## src/pds_pkg.sv

```systemverilog
// Constants and carrier types for the pixel digital shift datapath.
// Assumes one pixel clock domain and settings driven by local logic.
// What this block does
// RULE_01: Accept 12-bit unsigned converter tap samples.
// RULE_02: 12-bit depth, no shift: pass sample.
// RULE_03: 12-bit, shift 1: bits 10..0, one zero.
// RULE_04: 12-bit, shift 2: bits 9..0, two zeros.
// RULE_05: 12-bit, shift 3: bits 8..0, three zeros.
// RULE_06: 12-bit, shift 4: bits 7..0, four zeros.
// RULE_07: 8-bit, no shift: output bits 11..4.
// RULE_08: 8-bit, shift 1: output bits 10..3.
// RULE_09: 8-bit, shift 2: output bits 9..2.
// RULE_10: 8-bit, shift 3: output bits 8..1.
// RULE_11: 8-bit, shift 4: output bits 7..0.
// RULE_12: Shift 1 with bit 11 set saturates.
// RULE_13: Shifts 2-4 saturate on dropped high bits.
// RULE_14: Shift code 0 off, 1-4 select shift.
// RULE_15: Software: 12-bit shift only below thresholds.
// RULE_16: Software: 8-bit shift only below thresholds.
// RULE_17: Settings sampled once per frame.
package pds_pkg;

    // Widths
    localparam int PDS_SMP_W = 12;
    localparam int PDS_OUT8_W = 8;
    localparam int PDS_SHIFT_W = 3;
    localparam int PDS_OUT8_LSB = 4;

    // Shift setting codes
    localparam logic [2:0] PDS_SHIFT_OFF = 3'h0;
    localparam logic [2:0] PDS_SHIFT_1 = 3'h1;
    localparam logic [2:0] PDS_SHIFT_2 = 3'h2;
    localparam logic [2:0] PDS_SHIFT_3 = 3'h3;
    localparam logic [2:0] PDS_SHIFT_4 = 3'h4;

    // Saturated output words
    localparam logic [11:0] PDS_SAT12 = 12'hFFF;
    localparam logic [7:0] PDS_SAT8 = 8'hFF;

    // Values after reset
    localparam logic [11:0] PDS_RST_DATA = 12'h000;
    localparam logic [2:0] PDS_RST_SHIFT = 3'h0;
    localparam logic PDS_RST_DEPTH8 = 1'b0;
    localparam logic PDS_RST_VALID = 1'b0;
    localparam logic PDS_RST_SAT = 1'b0;

    // Output settings for one frame
    typedef struct packed {
        logic depth8;
        logic [2:0] shift;
    } pds_cfg_type;

    // One pixel on the stream
    typedef struct packed {
        logic valid;
        logic [11:0] data;
    } pds_pix_type;

    localparam pds_cfg_type PDS_RST_CFG = '{depth8: PDS_RST_DEPTH8, shift: PDS_RST_SHIFT};
    localparam pds_pix_type PDS_RST_PIX = '{valid: PDS_RST_VALID, data: PDS_RST_DATA};

endpackage

```

## src/pds_top.sv

```systemverilog
// Pixel digital shift datapath: selects the transmitted bit window of
// each converter sample and saturates when dropped high bits are set.
// Assumes samples, frame start and settings come from logic on clk_sys.
module pds_top
    import pds_pkg::*;
(
    // Clock and reset
    input wire logic clk_sys,
    input wire logic rst,
    // Frame control and settings
    input wire logic frame_start,
    input wire logic [2:0] shift_sel,
    input wire logic depth8_sel,
    // Sample input
    input wire logic smp_valid,
    input wire logic [11:0] smp_data,
    // Pixel output
    output logic pix_valid,
    output logic [11:0] pix_data,
    output logic pix_depth8,
    output logic pix_sat
);

    // Frame settings and output registers
    pds_cfg_type cfg_ff;
    pds_cfg_type nxt_cfg;
    pds_cfg_type eff_cfg;
    pds_pix_type pix_ff;
    pds_pix_type nxt_pix;
    logic depth8_ff;
    logic nxt_depth8;
    logic sat_ff;
    logic nxt_sat;

    // Datapath intermediates
    logic [11:0] win12;
    logic over;
    logic [7:0] win8;

    // Settings in force for the current sample
    always_comb begin
        eff_cfg = cfg_ff;
        if (frame_start) begin
            eff_cfg.depth8 = depth8_sel;
            eff_cfg.shift = shift_sel; // [RULE_17]
        end
    end

    // Next frame settings
    always_comb begin
        nxt_cfg = cfg_ff;
        if (frame_start) begin
            nxt_cfg = eff_cfg; // [RULE_17]
        end
    end

    // Frame settings register
    always_ff @(posedge clk_sys) begin
        if (rst) begin
            cfg_ff <= PDS_RST_CFG;
        end else begin
            cfg_ff <= nxt_cfg;
        end
    end

    // Shifted 12-bit window and overflow of dropped high bits
    always_comb begin
        win12 = smp_data; // [RULE_01]
        over = 1'b0;
        case (eff_cfg.shift) // [RULE_14]
            PDS_SHIFT_OFF: begin
                win12 = smp_data; // [RULE_02]
                over = 1'b0;
            end
            PDS_SHIFT_1: begin
                win12 = {smp_data[10:0], 1'b0}; // [RULE_03]
                over = smp_data[11]; // [RULE_12]
            end
            PDS_SHIFT_2: begin
                win12 = {smp_data[9:0], 2'h0}; // [RULE_04]
                over = |smp_data[11:10]; // [RULE_13]
            end
            PDS_SHIFT_3: begin
                win12 = {smp_data[8:0], 3'h0}; // [RULE_05]
                over = |smp_data[11:9]; // [RULE_13]
            end
            PDS_SHIFT_4: begin
                win12 = {smp_data[7:0], 4'h0}; // [RULE_06]
                over = |smp_data[11:8]; // [RULE_13]
            end
            default: begin
                win12 = smp_data; // Unused codes act as no shift
                over = 1'b0;
            end
        endcase
    end

    // Eight-bit window is the top byte of the shifted word
    assign win8 = win12[11:PDS_OUT8_LSB]; // [RULE_07] [RULE_08] [RULE_09] [RULE_10] [RULE_11]

    // Next output pixel
    always_comb begin
        nxt_pix.valid = smp_valid;
        nxt_pix.data = pix_ff.data;
        nxt_depth8 = depth8_ff;
        nxt_sat = sat_ff;
        if (smp_valid) begin
            nxt_depth8 = eff_cfg.depth8;
            nxt_sat = over;
            if (eff_cfg.depth8) begin
                nxt_pix.data = {4'h0, over ? PDS_SAT8 : win8}; // [RULE_12] [RULE_13]
            end else begin
                nxt_pix.data = over ? PDS_SAT12 : win12; // [RULE_12] [RULE_13]
            end
        end
    end

    // Output registers
    always_ff @(posedge clk_sys) begin
        if (rst) begin
            pix_ff <= PDS_RST_PIX;
            depth8_ff <= PDS_RST_DEPTH8;
            sat_ff <= PDS_RST_SAT;
        end else begin
            pix_ff <= nxt_pix;
            depth8_ff <= nxt_depth8;
            sat_ff <= nxt_sat;
        end
    end

    // Outputs straight from flip-flops
    assign pix_valid = pix_ff.valid;
    assign pix_data = pix_ff.data;
    assign pix_depth8 = depth8_ff;
    assign pix_sat = sat_ff;

    // Helper copies of the previous sample for the checks
    logic [11:0] chk_smp_ff;
    always_ff @(posedge clk_sys) begin
        if (rst) begin
            chk_smp_ff <= PDS_RST_DATA;
        end else begin
            chk_smp_ff <= smp_data;
        end
    end

    // Reference overflow for the checks, from a shift rather than the case,
    // so that a wrong case arm cannot hide behind its own result
    logic chk_over;
    always_comb begin
        chk_over = 1'b0;
        if ((eff_cfg.shift != PDS_SHIFT_OFF) && (eff_cfg.shift <= PDS_SHIFT_4)) begin
            chk_over = |(smp_data >> (PDS_SMP_W - int'(eff_cfg.shift)));
        end
    end

    // Settings in force for the previous sample, for the checks
    logic chk_d8_ff;
    logic [2:0] chk_sh_ff;
    always_ff @(posedge clk_sys) begin
        if (rst) begin
            chk_d8_ff <= PDS_RST_DEPTH8;
            chk_sh_ff <= PDS_RST_SHIFT;
        end else begin
            chk_d8_ff <= eff_cfg.depth8;
            chk_sh_ff <= eff_cfg.shift;
        end
    end
endmodule

```

## config.mk

```make
export PLATFORM = sky130hd
export DESIGN_NAME = pds_top
export DESIGN_NICKNAME = d
export VERILOG_FILES = /design/src/pds_pkg.sv /design/src/pds_top.sv
export SDC_FILE = /design/constraint.sdc
export NUM_CORES = 1
export LEC_CHECK = 0
export BUFFER_PORTS_ARGS = -buffer_cell sky130_fd_sc_hd__buf_2
export CORE_MARGIN = 2
export CORE_UTILIZATION = 48
export CTS_BUF_LIST = sky130_fd_sc_hd__clkbuf_4 sky130_fd_sc_hd__clkbuf_8
export DETAILED_ROUTE_END_ITERATION = 7
export HOLD_SLACK_MARGIN = 0.05
export PLACE_DENSITY_LB_ADDON = 0.2
export SLEW_MARGIN = 20
export SYNTH_ARGS = -nofsm -noshare
export SYNTH_HDL_FRONTEND = slang
export SYNTH_SLANG_ARGS = --single-unit
```

## constraint.sdc

```tcl
create_clock -name clk_sys -period 2.05 [get_ports clk_sys]
set_input_delay 0.205 -clock clk_sys [delete_from_list [all_inputs] [get_ports clk_sys]]
set_output_delay 0.205 -clock clk_sys [all_outputs]
set_load 0.02 [all_outputs]
```

==> results.md, run 1 <==
* Clock Skew at 9.360 ps
* Post-CTS setup buffers at 0
* Skew-Pair Late Insertion Delay at 300 ps
* Die Span Y at 61.24 um
* Antenna Violating Nets Remaining at 0
* Adder-Cell Fraction of Synth Area at 0%
* CP delay by family, top: compound AO/OA/AOI/OAI gates
* Fmax at 0.5359 GHz
* Fin Setup TNS at 0 ps
* Final Util at 63.09%
* Final hold viol count at 0
* CP max stage cell: dfxtp_1
* Simple-gate portion of the synthesized area at a little under a quarter
* Maximum buffer depth of the clock tree at 2
* Met3 Usage GRT at 3.782%
* Worst path bufs/invs at 1
* Htree depth at 1
* DR vias/cell at between 5 and 6
* Final max-slew violation count at 0
* Initial Util at 51.10%
* Multiplexer share of the synthesized area at a little over a tenth
* RSZ-0062 raised after global routing: no
* Worst Path Required at roughly 2300 ps
* Wire per inst at ~16 um
* Worst-path clk slew at 110 ps
* Combinational family with the most area after synthesis: compound AO/OA/AOI/OAI gates
* Port buffer count at 34
* Final nets at about 270
* Met1 GRT Util at roughly a third
* Ys Warns at 0
* Vias in the first global route at 1519
* Post-Syn Instances at 200
* Peak supply drop at 412.0 uV
* CP arrival at 2070 ps
* Num CTS Buffers at 3
* Row count at 20
* Synth Area in Compound Gates at 34.84%
* Worst-Margin Slew at 470.6 ps
* Critical Path Most Common Cell: o22ai_1
* Drt drc at 0
* Worst path cell trace: mux2_4, nand2_2, buf_4, o22ai_1, a221oi_1, o22ai_1, or3_1
* Remaining global-route overflow at 0
* Post-CTS resize count at 0
* 1st-iter DRT viols at 122
* Clock tree from TritonCTS: yes
* Synth top area share at between 20 and 25%
* HP Class: input port to flop
* Commonest non-fill, non-tap cell in the layout: buf_2
* Crit end category: flop
* Cts hold-fix bufs at 0
* Netlist cell types at 53
* CP Max Fanout at 6
* Crit start category: flop
* Final min period at 1866 ps
* Leading area contributor after synthesis: dfxtp_1
* GRT Resource Usage Total at 26.05%
* Top FF cell, synth: dfxtp_1
* P&R area growth vs syn at 23.47%
* Avg Inst Size Synth at slightly below 8 sq um
* Final Setup Violations at 0
* Layout cells sized above 1 at 31.84%
* Largest net degree at the start of global routing at 23
* Global route hottest layer: met2
* Fraction of registers with async set or reset after synthesis at 0%
* Vias post-DR at about 1.7k
* Placer congestion estimate at roughly 0.9
* First-pass GRT wire length at 7.279 mm
* Maxcap violations at 0
* Met2 GRT Util at around 45%
* Router iterations before antenna repair at 4
* DPL Wire Length at 3.562 mm
* XOR/XNOR Fraction of Synth Area at 1.114%
* Leading post-synthesis cells by cell area: dfxtp_1, nor2_1, nand2_1, mux2i_4, o21ai_0
* Pwr/cell area at 585.6 mW/mm^2
* Area post-placement at roughly 0.0019 sq mm
* Final period util at 91.03%
* Max-Slew Margin vs Limit at 68.56%
* Cell area after synthesis at 0.001573 sq mm
* Seq/Total Area, Yosys at 24.18%
* Setup CP Type: flop to flop
* I/O pin cnt at 35
* EDFF count, synth at 0
* WHS at around 260 ps
* Design area at 0.001942 sq mm
* Lkg Pwr at 0.8220 nW
* Outcome: finished clean
* Mapped Nets at 220
* Initial antenna violation count at 0
* Most frequent cells in the layout: buf_2, nor2_1, nand2_1, buf_4, dfxtp_1
* Die width at slightly above 60 um
* Core area at 0.003078 sq mm
* CTS sink cnt at 19
* Drt total wl at ~4.6 mm
* Critical Path Max Stage Delay at 360 ps
* Total Power at 1.137 mW
* Fillers at 281
* Die Area at between 0.003 and 0.004 sq mm
* Diodes inserted at 0
* Seq cells post-synth at 19
* Root Driver: clkbuf_4
power by group:
group | internal [mW] | switching [mW]
registers | 0.405 | 0.0195
clock network | 0.0892 | 0.116
logic | 0.216 | 0.292
registers in the layout (all words and copies together) (netlist names):
register    cells
pix_data       12
pix_sat         1
pix_depth8      1
pix_valid       1
cfg_ff          4
worst reg2reg max path, stage by stage, from the launching register on:
cell      delay, ps
dfxtp_1         360
mux2_4          290
nand2_2         100
buf_4           160
o22ai_1         100
a221oi_1        310
o22ai_1         140
or3_1           320
kinds of logic (layout without fill, tap and decap cells):
group                  Yosys count  after routing
AND/OR/NAND/NOR                 79             79
AO/OA/AOI/OAI                   72             72
flip-flops                      19             19
buffers and inverters           17             62
multiplexers                    11             11
XOR/XNOR                         2              2
path summary, 6_finish.rpt:
kind                 from  slack [ps]  depth (start not counted)          end
max reg2reg     cfg_ff[1]         180                          7  pix_data[7]
min          shift_sel[2]         260                          3    cfg_ff[2]
min reg2reg   pix_data[1]         480                          1  pix_data[1]
max             cfg_ff[1]         180                          7  pix_data[7]
through the flow:
stage                     cells  setup WS [ps]
after global routing        289          57.77
final                       289          183.8
after global placement      285          55.31
after detailed placement    285          27.76
after CTS                   289          184.0
after floorplan             200          257.6
cell usage after synthesis, types with 2 or more instances:
master,number
nand3_1,2
xor2_1,2
nand2b_1,4
nor3_1,5
buf_6,2
nand4_1,2
mux2i_4,3
mux2i_1,4
mux2_4,3
nor4_1,2
nor2b_1,3
o21ai_0,11
a211o_1,5
nand2_1,24
buf_2,4
a31oi_1,5
dfxtp_1,19
a311oi_1,2
buf_4,2
or3_1,3
nor2_1,29
o22ai_1,5
a221oi_1,2
o21a_1,2
a22oi_1,4
clkbuf_1,8
o221ai_1,3
a21oi_1,10
o21bai_1,3
a211oi_1,4
metal layers:
metal | part of all wire [%] | up-vias | wire length, um
met1 | 44 | 805 | 2013
li1 | - | 850 | -
met5 | 0 | - | 0
met3 | 5.5 | 7 | 251
met2 | 50 | 63 | 2284
met4 | 0.79 | 0 | 36
layout make-up:
type | count | area, sq um | area share [%]
Clock buffer | 4 | 30.03 | 1.546
Sequential cell | 19 | 380.4 | 19.59
Tap cell | 44 | 55.05 | 2.835
Multi-Input combinational cell | 164 | 1101 | 56.70
Timing Repair Buffer | 58 | 375.4 | 19.33
No activity file was read; power rests on OpenSTA's default activity.
==> inputs of run 2 (changes only) <==
--- a/config.mk
+++ b/config.mk
@@ -5,9 +5,9 @@
 export SDC_FILE = /design/constraint.sdc
 export NUM_CORES = 1
 export LEC_CHECK = 0
-export BUFFER_PORTS_ARGS = -buffer_cell sky130_fd_sc_hd__buf_2
+export BUFFER_PORTS_ARGS = -buffer_cell sky130_fd_sc_hd__buf_4
 export CORE_MARGIN = 2
-export CORE_UTILIZATION = 48
+export CORE_UTILIZATION = 51
 export CTS_BUF_LIST = sky130_fd_sc_hd__clkbuf_4 sky130_fd_sc_hd__clkbuf_8
 export DETAILED_ROUTE_END_ITERATION = 7
 export HOLD_SLACK_MARGIN = 0.05
==> constraint.sdc (replaced) <==
create_clock -name clk_sys -period 1.5 [get_ports clk_sys]
set_input_delay 0.15 -clock clk_sys [delete_from_list [all_inputs] [get_ports clk_sys]]
set_output_delay 0.15 -clock clk_sys [all_outputs]
set_load 0.02 [all_outputs]
==> results.md, run 2 (same netlist as run 1, synthesis figures left out) <==
* Met1 wire length at 2.456 mm
* Lkg Pwr at 1.052 nW
* I/O pin cnt at 35
* Num CTS Buffers at 3
* Metal2 WL at about 3.2 mm
* Port buffer count at 34
* Antenna Violating Nets Remaining at 0
* 1st-iter DRT viols at roughly 280
* Drt total wl at 6.963 mm
* Htree depth at 1
* Number of flip-flops in the largest register at 12
* Post-Place Setup Slack at -402.2 ps
* Pwr/cell area at 743.3 mW/mm^2
* Maximum buffer depth of the clock tree at 2
* Outcome: complete, but fails checks
* Vias in the first global route at approximately 1.9k
* Commonest non-fill, non-tap cell in the layout: buf_4
* CTS sink cnt at 19
* Skew-Pair Late Insertion Delay at 310 ps
* Largest net degree at the start of global routing at 23
* Total Power at 1.852 mW
* Worst Path Required at 1750 ps
* Worst path cell trace: mux2i_4, buf_4, nand2_1, o22ai_1, nor2_1, a211o_1, a21oi_2
* Final Setup Violations at 13
* Top Metal Used: met4
* Fmax at about 0.52 GHz
* Diodes inserted at 0
* Failing checks: setup timing
* CP Max Fanout at 10
* Die width at 59.53 um
* CP max stage cell: dfxtp_4
* Initial antenna violation count at 0
* Peak supply drop at 725.1 uV
* Most frequent cells in the layout: buf_4, nor2_1, nand2_1, dfxtp_1, buf_6
* Crit end category: flop
* Final min period at 1914 ps
* Min-Delay Endpoint: pix_valid
* Critical Path Max Stage Delay at 380 ps
* Final max-slew violation count at 0
* Worst r2r path cells at 7
* P&R area growth vs syn at 58.39%
* Final nets at 300
* Root Driver: clkbuf_4
* Worst-Margin Slew at 340.0 ps
* Worst r2r src: cfg_ff[2]
* Clock tree from TritonCTS: yes
* Final hold viol count at 0
* Crit start category: flop
* Row count at 20
* Worst R2R End: pix_data[10]
* Drt drc at 0
* Router iterations before antenna repair at 5
* Layout cells sized above 1 at 50.90%
* R2R Setup Slk at -410 ps
* Vias post-DR at 2184
* Remaining global-route overflow at 0
* Clock Skew at 4.868 ps
* GRT Resource Usage Total at 33.38%
* DR WL met3 at ~750 um
* CP arrival at 2160 ps
* Core area at ~0.0030 sq mm
* Maxcap violations at 0
* Wire per inst at 22.32 um
* DR vias/cell at 7.000
* Placer congestion estimate at 0.9020
* Cts hold-fix bufs at 0
* HP Class: input port to flop
* Worst-path clk slew at 110 ps
* First-pass GRT wire length at 8.894 mm
* Setup CP Type: flop to flop
* Die Area at ~0.0035 sq mm
* Count of cells along the worst hold path at 3
* Initial Util at between 50% and 60%
* Hold path start: rst
* RSZ-0062 raised after global routing: yes
* Post-route setup slack at -414.2 ps
* Max-Slew Margin vs Limit at 76.68%
* Die Span Y at 59.53 um
* DPL Wire Length at 4.091 mm
* Final period util at 127.6%
[run 2: cell type report]
class	instances	area, sq um
Clock buffer	3	22.52
Clock inverter	1	5.005
Fill cell	171	511.7
Multi-Input combinational cell	164	1289
Sequential cell	19	389.1
Tap cell	33	41.29
Timing Repair Buffer	92	744.5
[run 2: where the power goes]
| group | internal [mW] | switching (mW) | total (mW) |
|---|---|---|---|
| clock network | 0.100 | 0.170 | 0.270 |
| logic | 0.457 | 0.540 | 0.997 |
| registers | 0.553 | 0.0323 | 0.585 |
| total | 1.11 | 0.742 | 1.85 |
[run 2: what timing repair did]
item / in CTS / in global routing
setup endpoints to repair: 13 / 13
pin swaps: 21 / 17
gates resized for setup: 20 / 27
buffers inserted: 9 / 4
gates cloned: 0 / 0
[run 2: how the worst max path moves through the flow]
| stage | startpoint | cells after the start | to | slack, ps |
|---|---|---|---|---|
| floorplan | frame_start | 7 | pix_data[7] | -170 |
| global placement | frame_start | 7 | pix_data[7] | -360 |
| detailed placement | frame_start | 8 | pix_data[5] | -400 |
| CTS | cfg_ff[1] | 9 | pix_data[0] | -260 |
| global route | cfg_ff[2] | 6 | pix_data[7] | -450 |
| finish | cfg_ff[2] | 7 | pix_data[10] | -410 |
[run 2: routing by layer]
| layer | track usage, % | up-vias |
|---|---|---|
| met3 | 5.677 | 73 |
| met2 | 55.42 | 223 |
| met5 | 0 | - |
| met1 | 42.63 | 975 |
| met4 | 13.65 | 0 |
| li1 | - | 913 |
[run 2: worst max-delay path, delay by kind of cell, from the launching register on]
kind / cells / cell delay [ps]
compound gates: 3 / 770
buf+inv: 1 / 250
flops: 1 / 380
mux: 1 / 240
simple gates: 2 / 200
[run 2: metrics by stage]
stage	util (%)	std cells	TNS [ps]	hold WS, ps	instance area, sq um
finish	82.96	312	-4043	194.5	2491
global route	82.96	312	-4692	197.4	2491
CTS	78.04	309	-2825	185.5	2344
detailed placement	72.33	296	-4077	453.8	2172
global placement	72.33	296	-3629	452.1	2172
floorplan	-	200	-1128	389.4	1629
==> inputs of run 3 (changes only) <==
--- a/config.mk
+++ b/config.mk
@@ -12,6 +12,7 @@
 export DETAILED_ROUTE_END_ITERATION = 7
 export HOLD_SLACK_MARGIN = 0.05
 export PLACE_DENSITY_LB_ADDON = 0.2
+export RECOVER_POWER = 100
 export SLEW_MARGIN = 20
 export SYNTH_ARGS = -nofsm -noshare
 export SYNTH_HDL_FRONTEND = slang
==> results.md, run 3 (same netlist as run 1, synthesis figures left out) <==
* Die Span Y at between 50 and 60 um
* Met2 GRT Util at 55.42%
* GRT Resource Usage Total at 33.38%
* CTS sink cnt at 19
* Die Area at between 0.003 and 0.004 sq mm
* Global route hottest layer: met2
* WHS at about 210 ps
* Crit start category: flop
* Met1 GRT Util at about 43%
* Total Power at 1.816 mW
* Port buffer count at 34
* Outcome: complete, but fails checks
* Worst path cell trace: mux2i_4, buf_4, nand2_1, o22ai_1, nor2_1, a211o_1, a21oi_2
* Core area at 0.003003 sq mm
* Met3 Usage GRT at 5.677%
* Row count at 20
* Sw frac at approximately two fifths
* Post-route setup slack at -402.2 ps
* Clock tree from TritonCTS: yes
* Remaining global-route overflow at 0
* Num CTS Buffers at 3
* Placed Instances at between 200 and 300
* DPL Wire Length at 4.091 mm
* Largest net degree at the start of global routing at 23
* Initial antenna violation count at 0
* CP delay by family, top: compound AO/OA/AOI/OAI gates
* Failing checks: setup timing
* Cell internal pwr at 1.076 mW
* Final hold viol count at 0
* Worst-path clk slew at around 110 ps
* Fillers at 191
* Drt total wl at 6.898 mm
* Wire per inst at 22.11 um
* I/O pin cnt at 35
* P&R area growth vs syn at 54.81%
* Cts hold-fix bufs at 0
* Critical Path Max Stage Delay at 380 ps
* Maximum buffer depth of the clock tree at 2
* CP Max Fanout at 10
* Lkg Pwr at between 0.9 and 1 nW
* DR vias/cell at 6.875
* Layout cells sized above 1 at roughly 46%
* Number of flip-flops in the largest register at 12
* Vias post-DR at 2145
* Vias in the first global route at around 1.9k
* Post-Place Setup Slack at -402.2 ps
* Maxcap violations at 0
* Final nets at 300
* Final Setup Violations at 13
* First-pass GRT wire length at slightly below 9 mm
* RSZ-0062 raised after global routing: yes
* Skew-Pair Late Insertion Delay at 310 ps
* Placer congestion estimate at 0.9020
* Power share of the clock group at 14.9%
* Max-Slew Margin vs Limit at 74.90%
* Die width at slightly below 60 um
* Final max-slew violation count at 0
* Antenna Violating Nets Remaining at 0
* Initial Util at between 50% and 60%
* CP arrival at approximately 2200 ps
* Commonest non-fill, non-tap cell in the layout: buf_4
* Final period util at 126.8%
* Root Driver: clkbuf_4
* Most frequent cells in the layout: buf_4, nor2_1, nand2_1, dfxtp_1, clkbuf_1
* Diodes inserted at 0
* Sw Pwr at 0.7392 mW
* CP max stage cell: dfxtp_4
* Final min period at approximately 1900 ps
* Worst path bufs/invs at 1
* HP Class: input port to flop
* Peak supply drop at 710.3 uV
* Setup CP Type: flop to flop
* Crit end category: flop
* Combinational fraction of design power at a little over half
* Drt drc at 0
* Router iterations before antenna repair at 8
* Fin cells at 312
* Worst Path Required at 1750 ps
* Htree depth at 1
* Worst-Margin Slew at between 300 and 400 ps
* Clock Skew at 3.062 ps
* Fmax at ~0.53 GHz
* Flop pwr share at 32.2%
* 1st-iter DRT viols at 323
* Pwr/cell area at 745.7 mW/mm^2
==> run 3: cell count changes in the layout (fill, tap and decap cells not counted), sizes merged <==
cell and delta:
buf -16, clkbuf +16
==> run 3: cell type report <==
type	count	area, sq um	share of cell area (%)
clock buffers	3	22.52	0.9250
clock inverters	1	5.005	0.2055
multi-input cells	164	1289	52.93
flip-flops and latches	19	389.1	15.98
well taps	33	41.29	1.696
repair buffers	92	688.2	28.26
==> run 3: worst reg2reg max path: stages, from the launching register on <==
cell     delay, ps
dfxtp_4        380
mux2i_4        250
buf_4          260
nand2_1        100
o22ai_1        310
nor2_1         100
a211o_1        290
a21oi_2        150
==> run 3: what timing repair did <==
item / CTS / global route
resized for setup: 20 / 27
endpoints found under the setup margin: 13 / 13
buffers inserted: 9 / 4
pin swaps: 21 / 17
==> run 3: path summary, 6_finish.rpt <==
| kind | from | end | slack (ps) | cells after the start |
|---|---|---|---|---|
| worst max register to register | cfg_ff[2] | pix_data[10] | -400 | 7 |
| worst min register to register | pix_data[1] | pix_data[1] | 480 | 1 |
| worst max-delay path | cfg_ff[2] | pix_data[10] | -400 | 7 |
| worst min-delay path | rst | pix_valid | 210 | 3 |
==> run 3: power by group through the flow <==
stage / registers (mW) / clock network (mW) / logic, mW
after global routing: 0.589 / 0.292 / 1.00
after global placement: 0.590 / 0 / 0.786
after CTS: 0.582 / 0.267 / 0.870
after floorplan: 0.643 / 0 / 0.405
final: 0.585 / 0.270 / 0.961
after detailed placement: 0.594 / 0 / 0.799
==> run 3: through the flow <==
stage	area [sq um]	setup TNS (ps)	utilization, %
finish	2435	-4003	81.08
global route	2435	-4692	81.08
CTS	2344	-2825	78.04
detailed placement	2172	-4077	72.33
global placement	2172	-3629	72.33
floorplan	1629	-1128	-
==> run 3: routing by layer <==
| metal | vias to the layer above | share of wire, % |
|---|---|---|
| li1 | 918 | - |
| met1 | 977 | 35 |
| met2 | 191 | 47 |
| met3 | 59 | 11 |
| met4 | 0 | 7.3 |
| met5 | - | 0 |
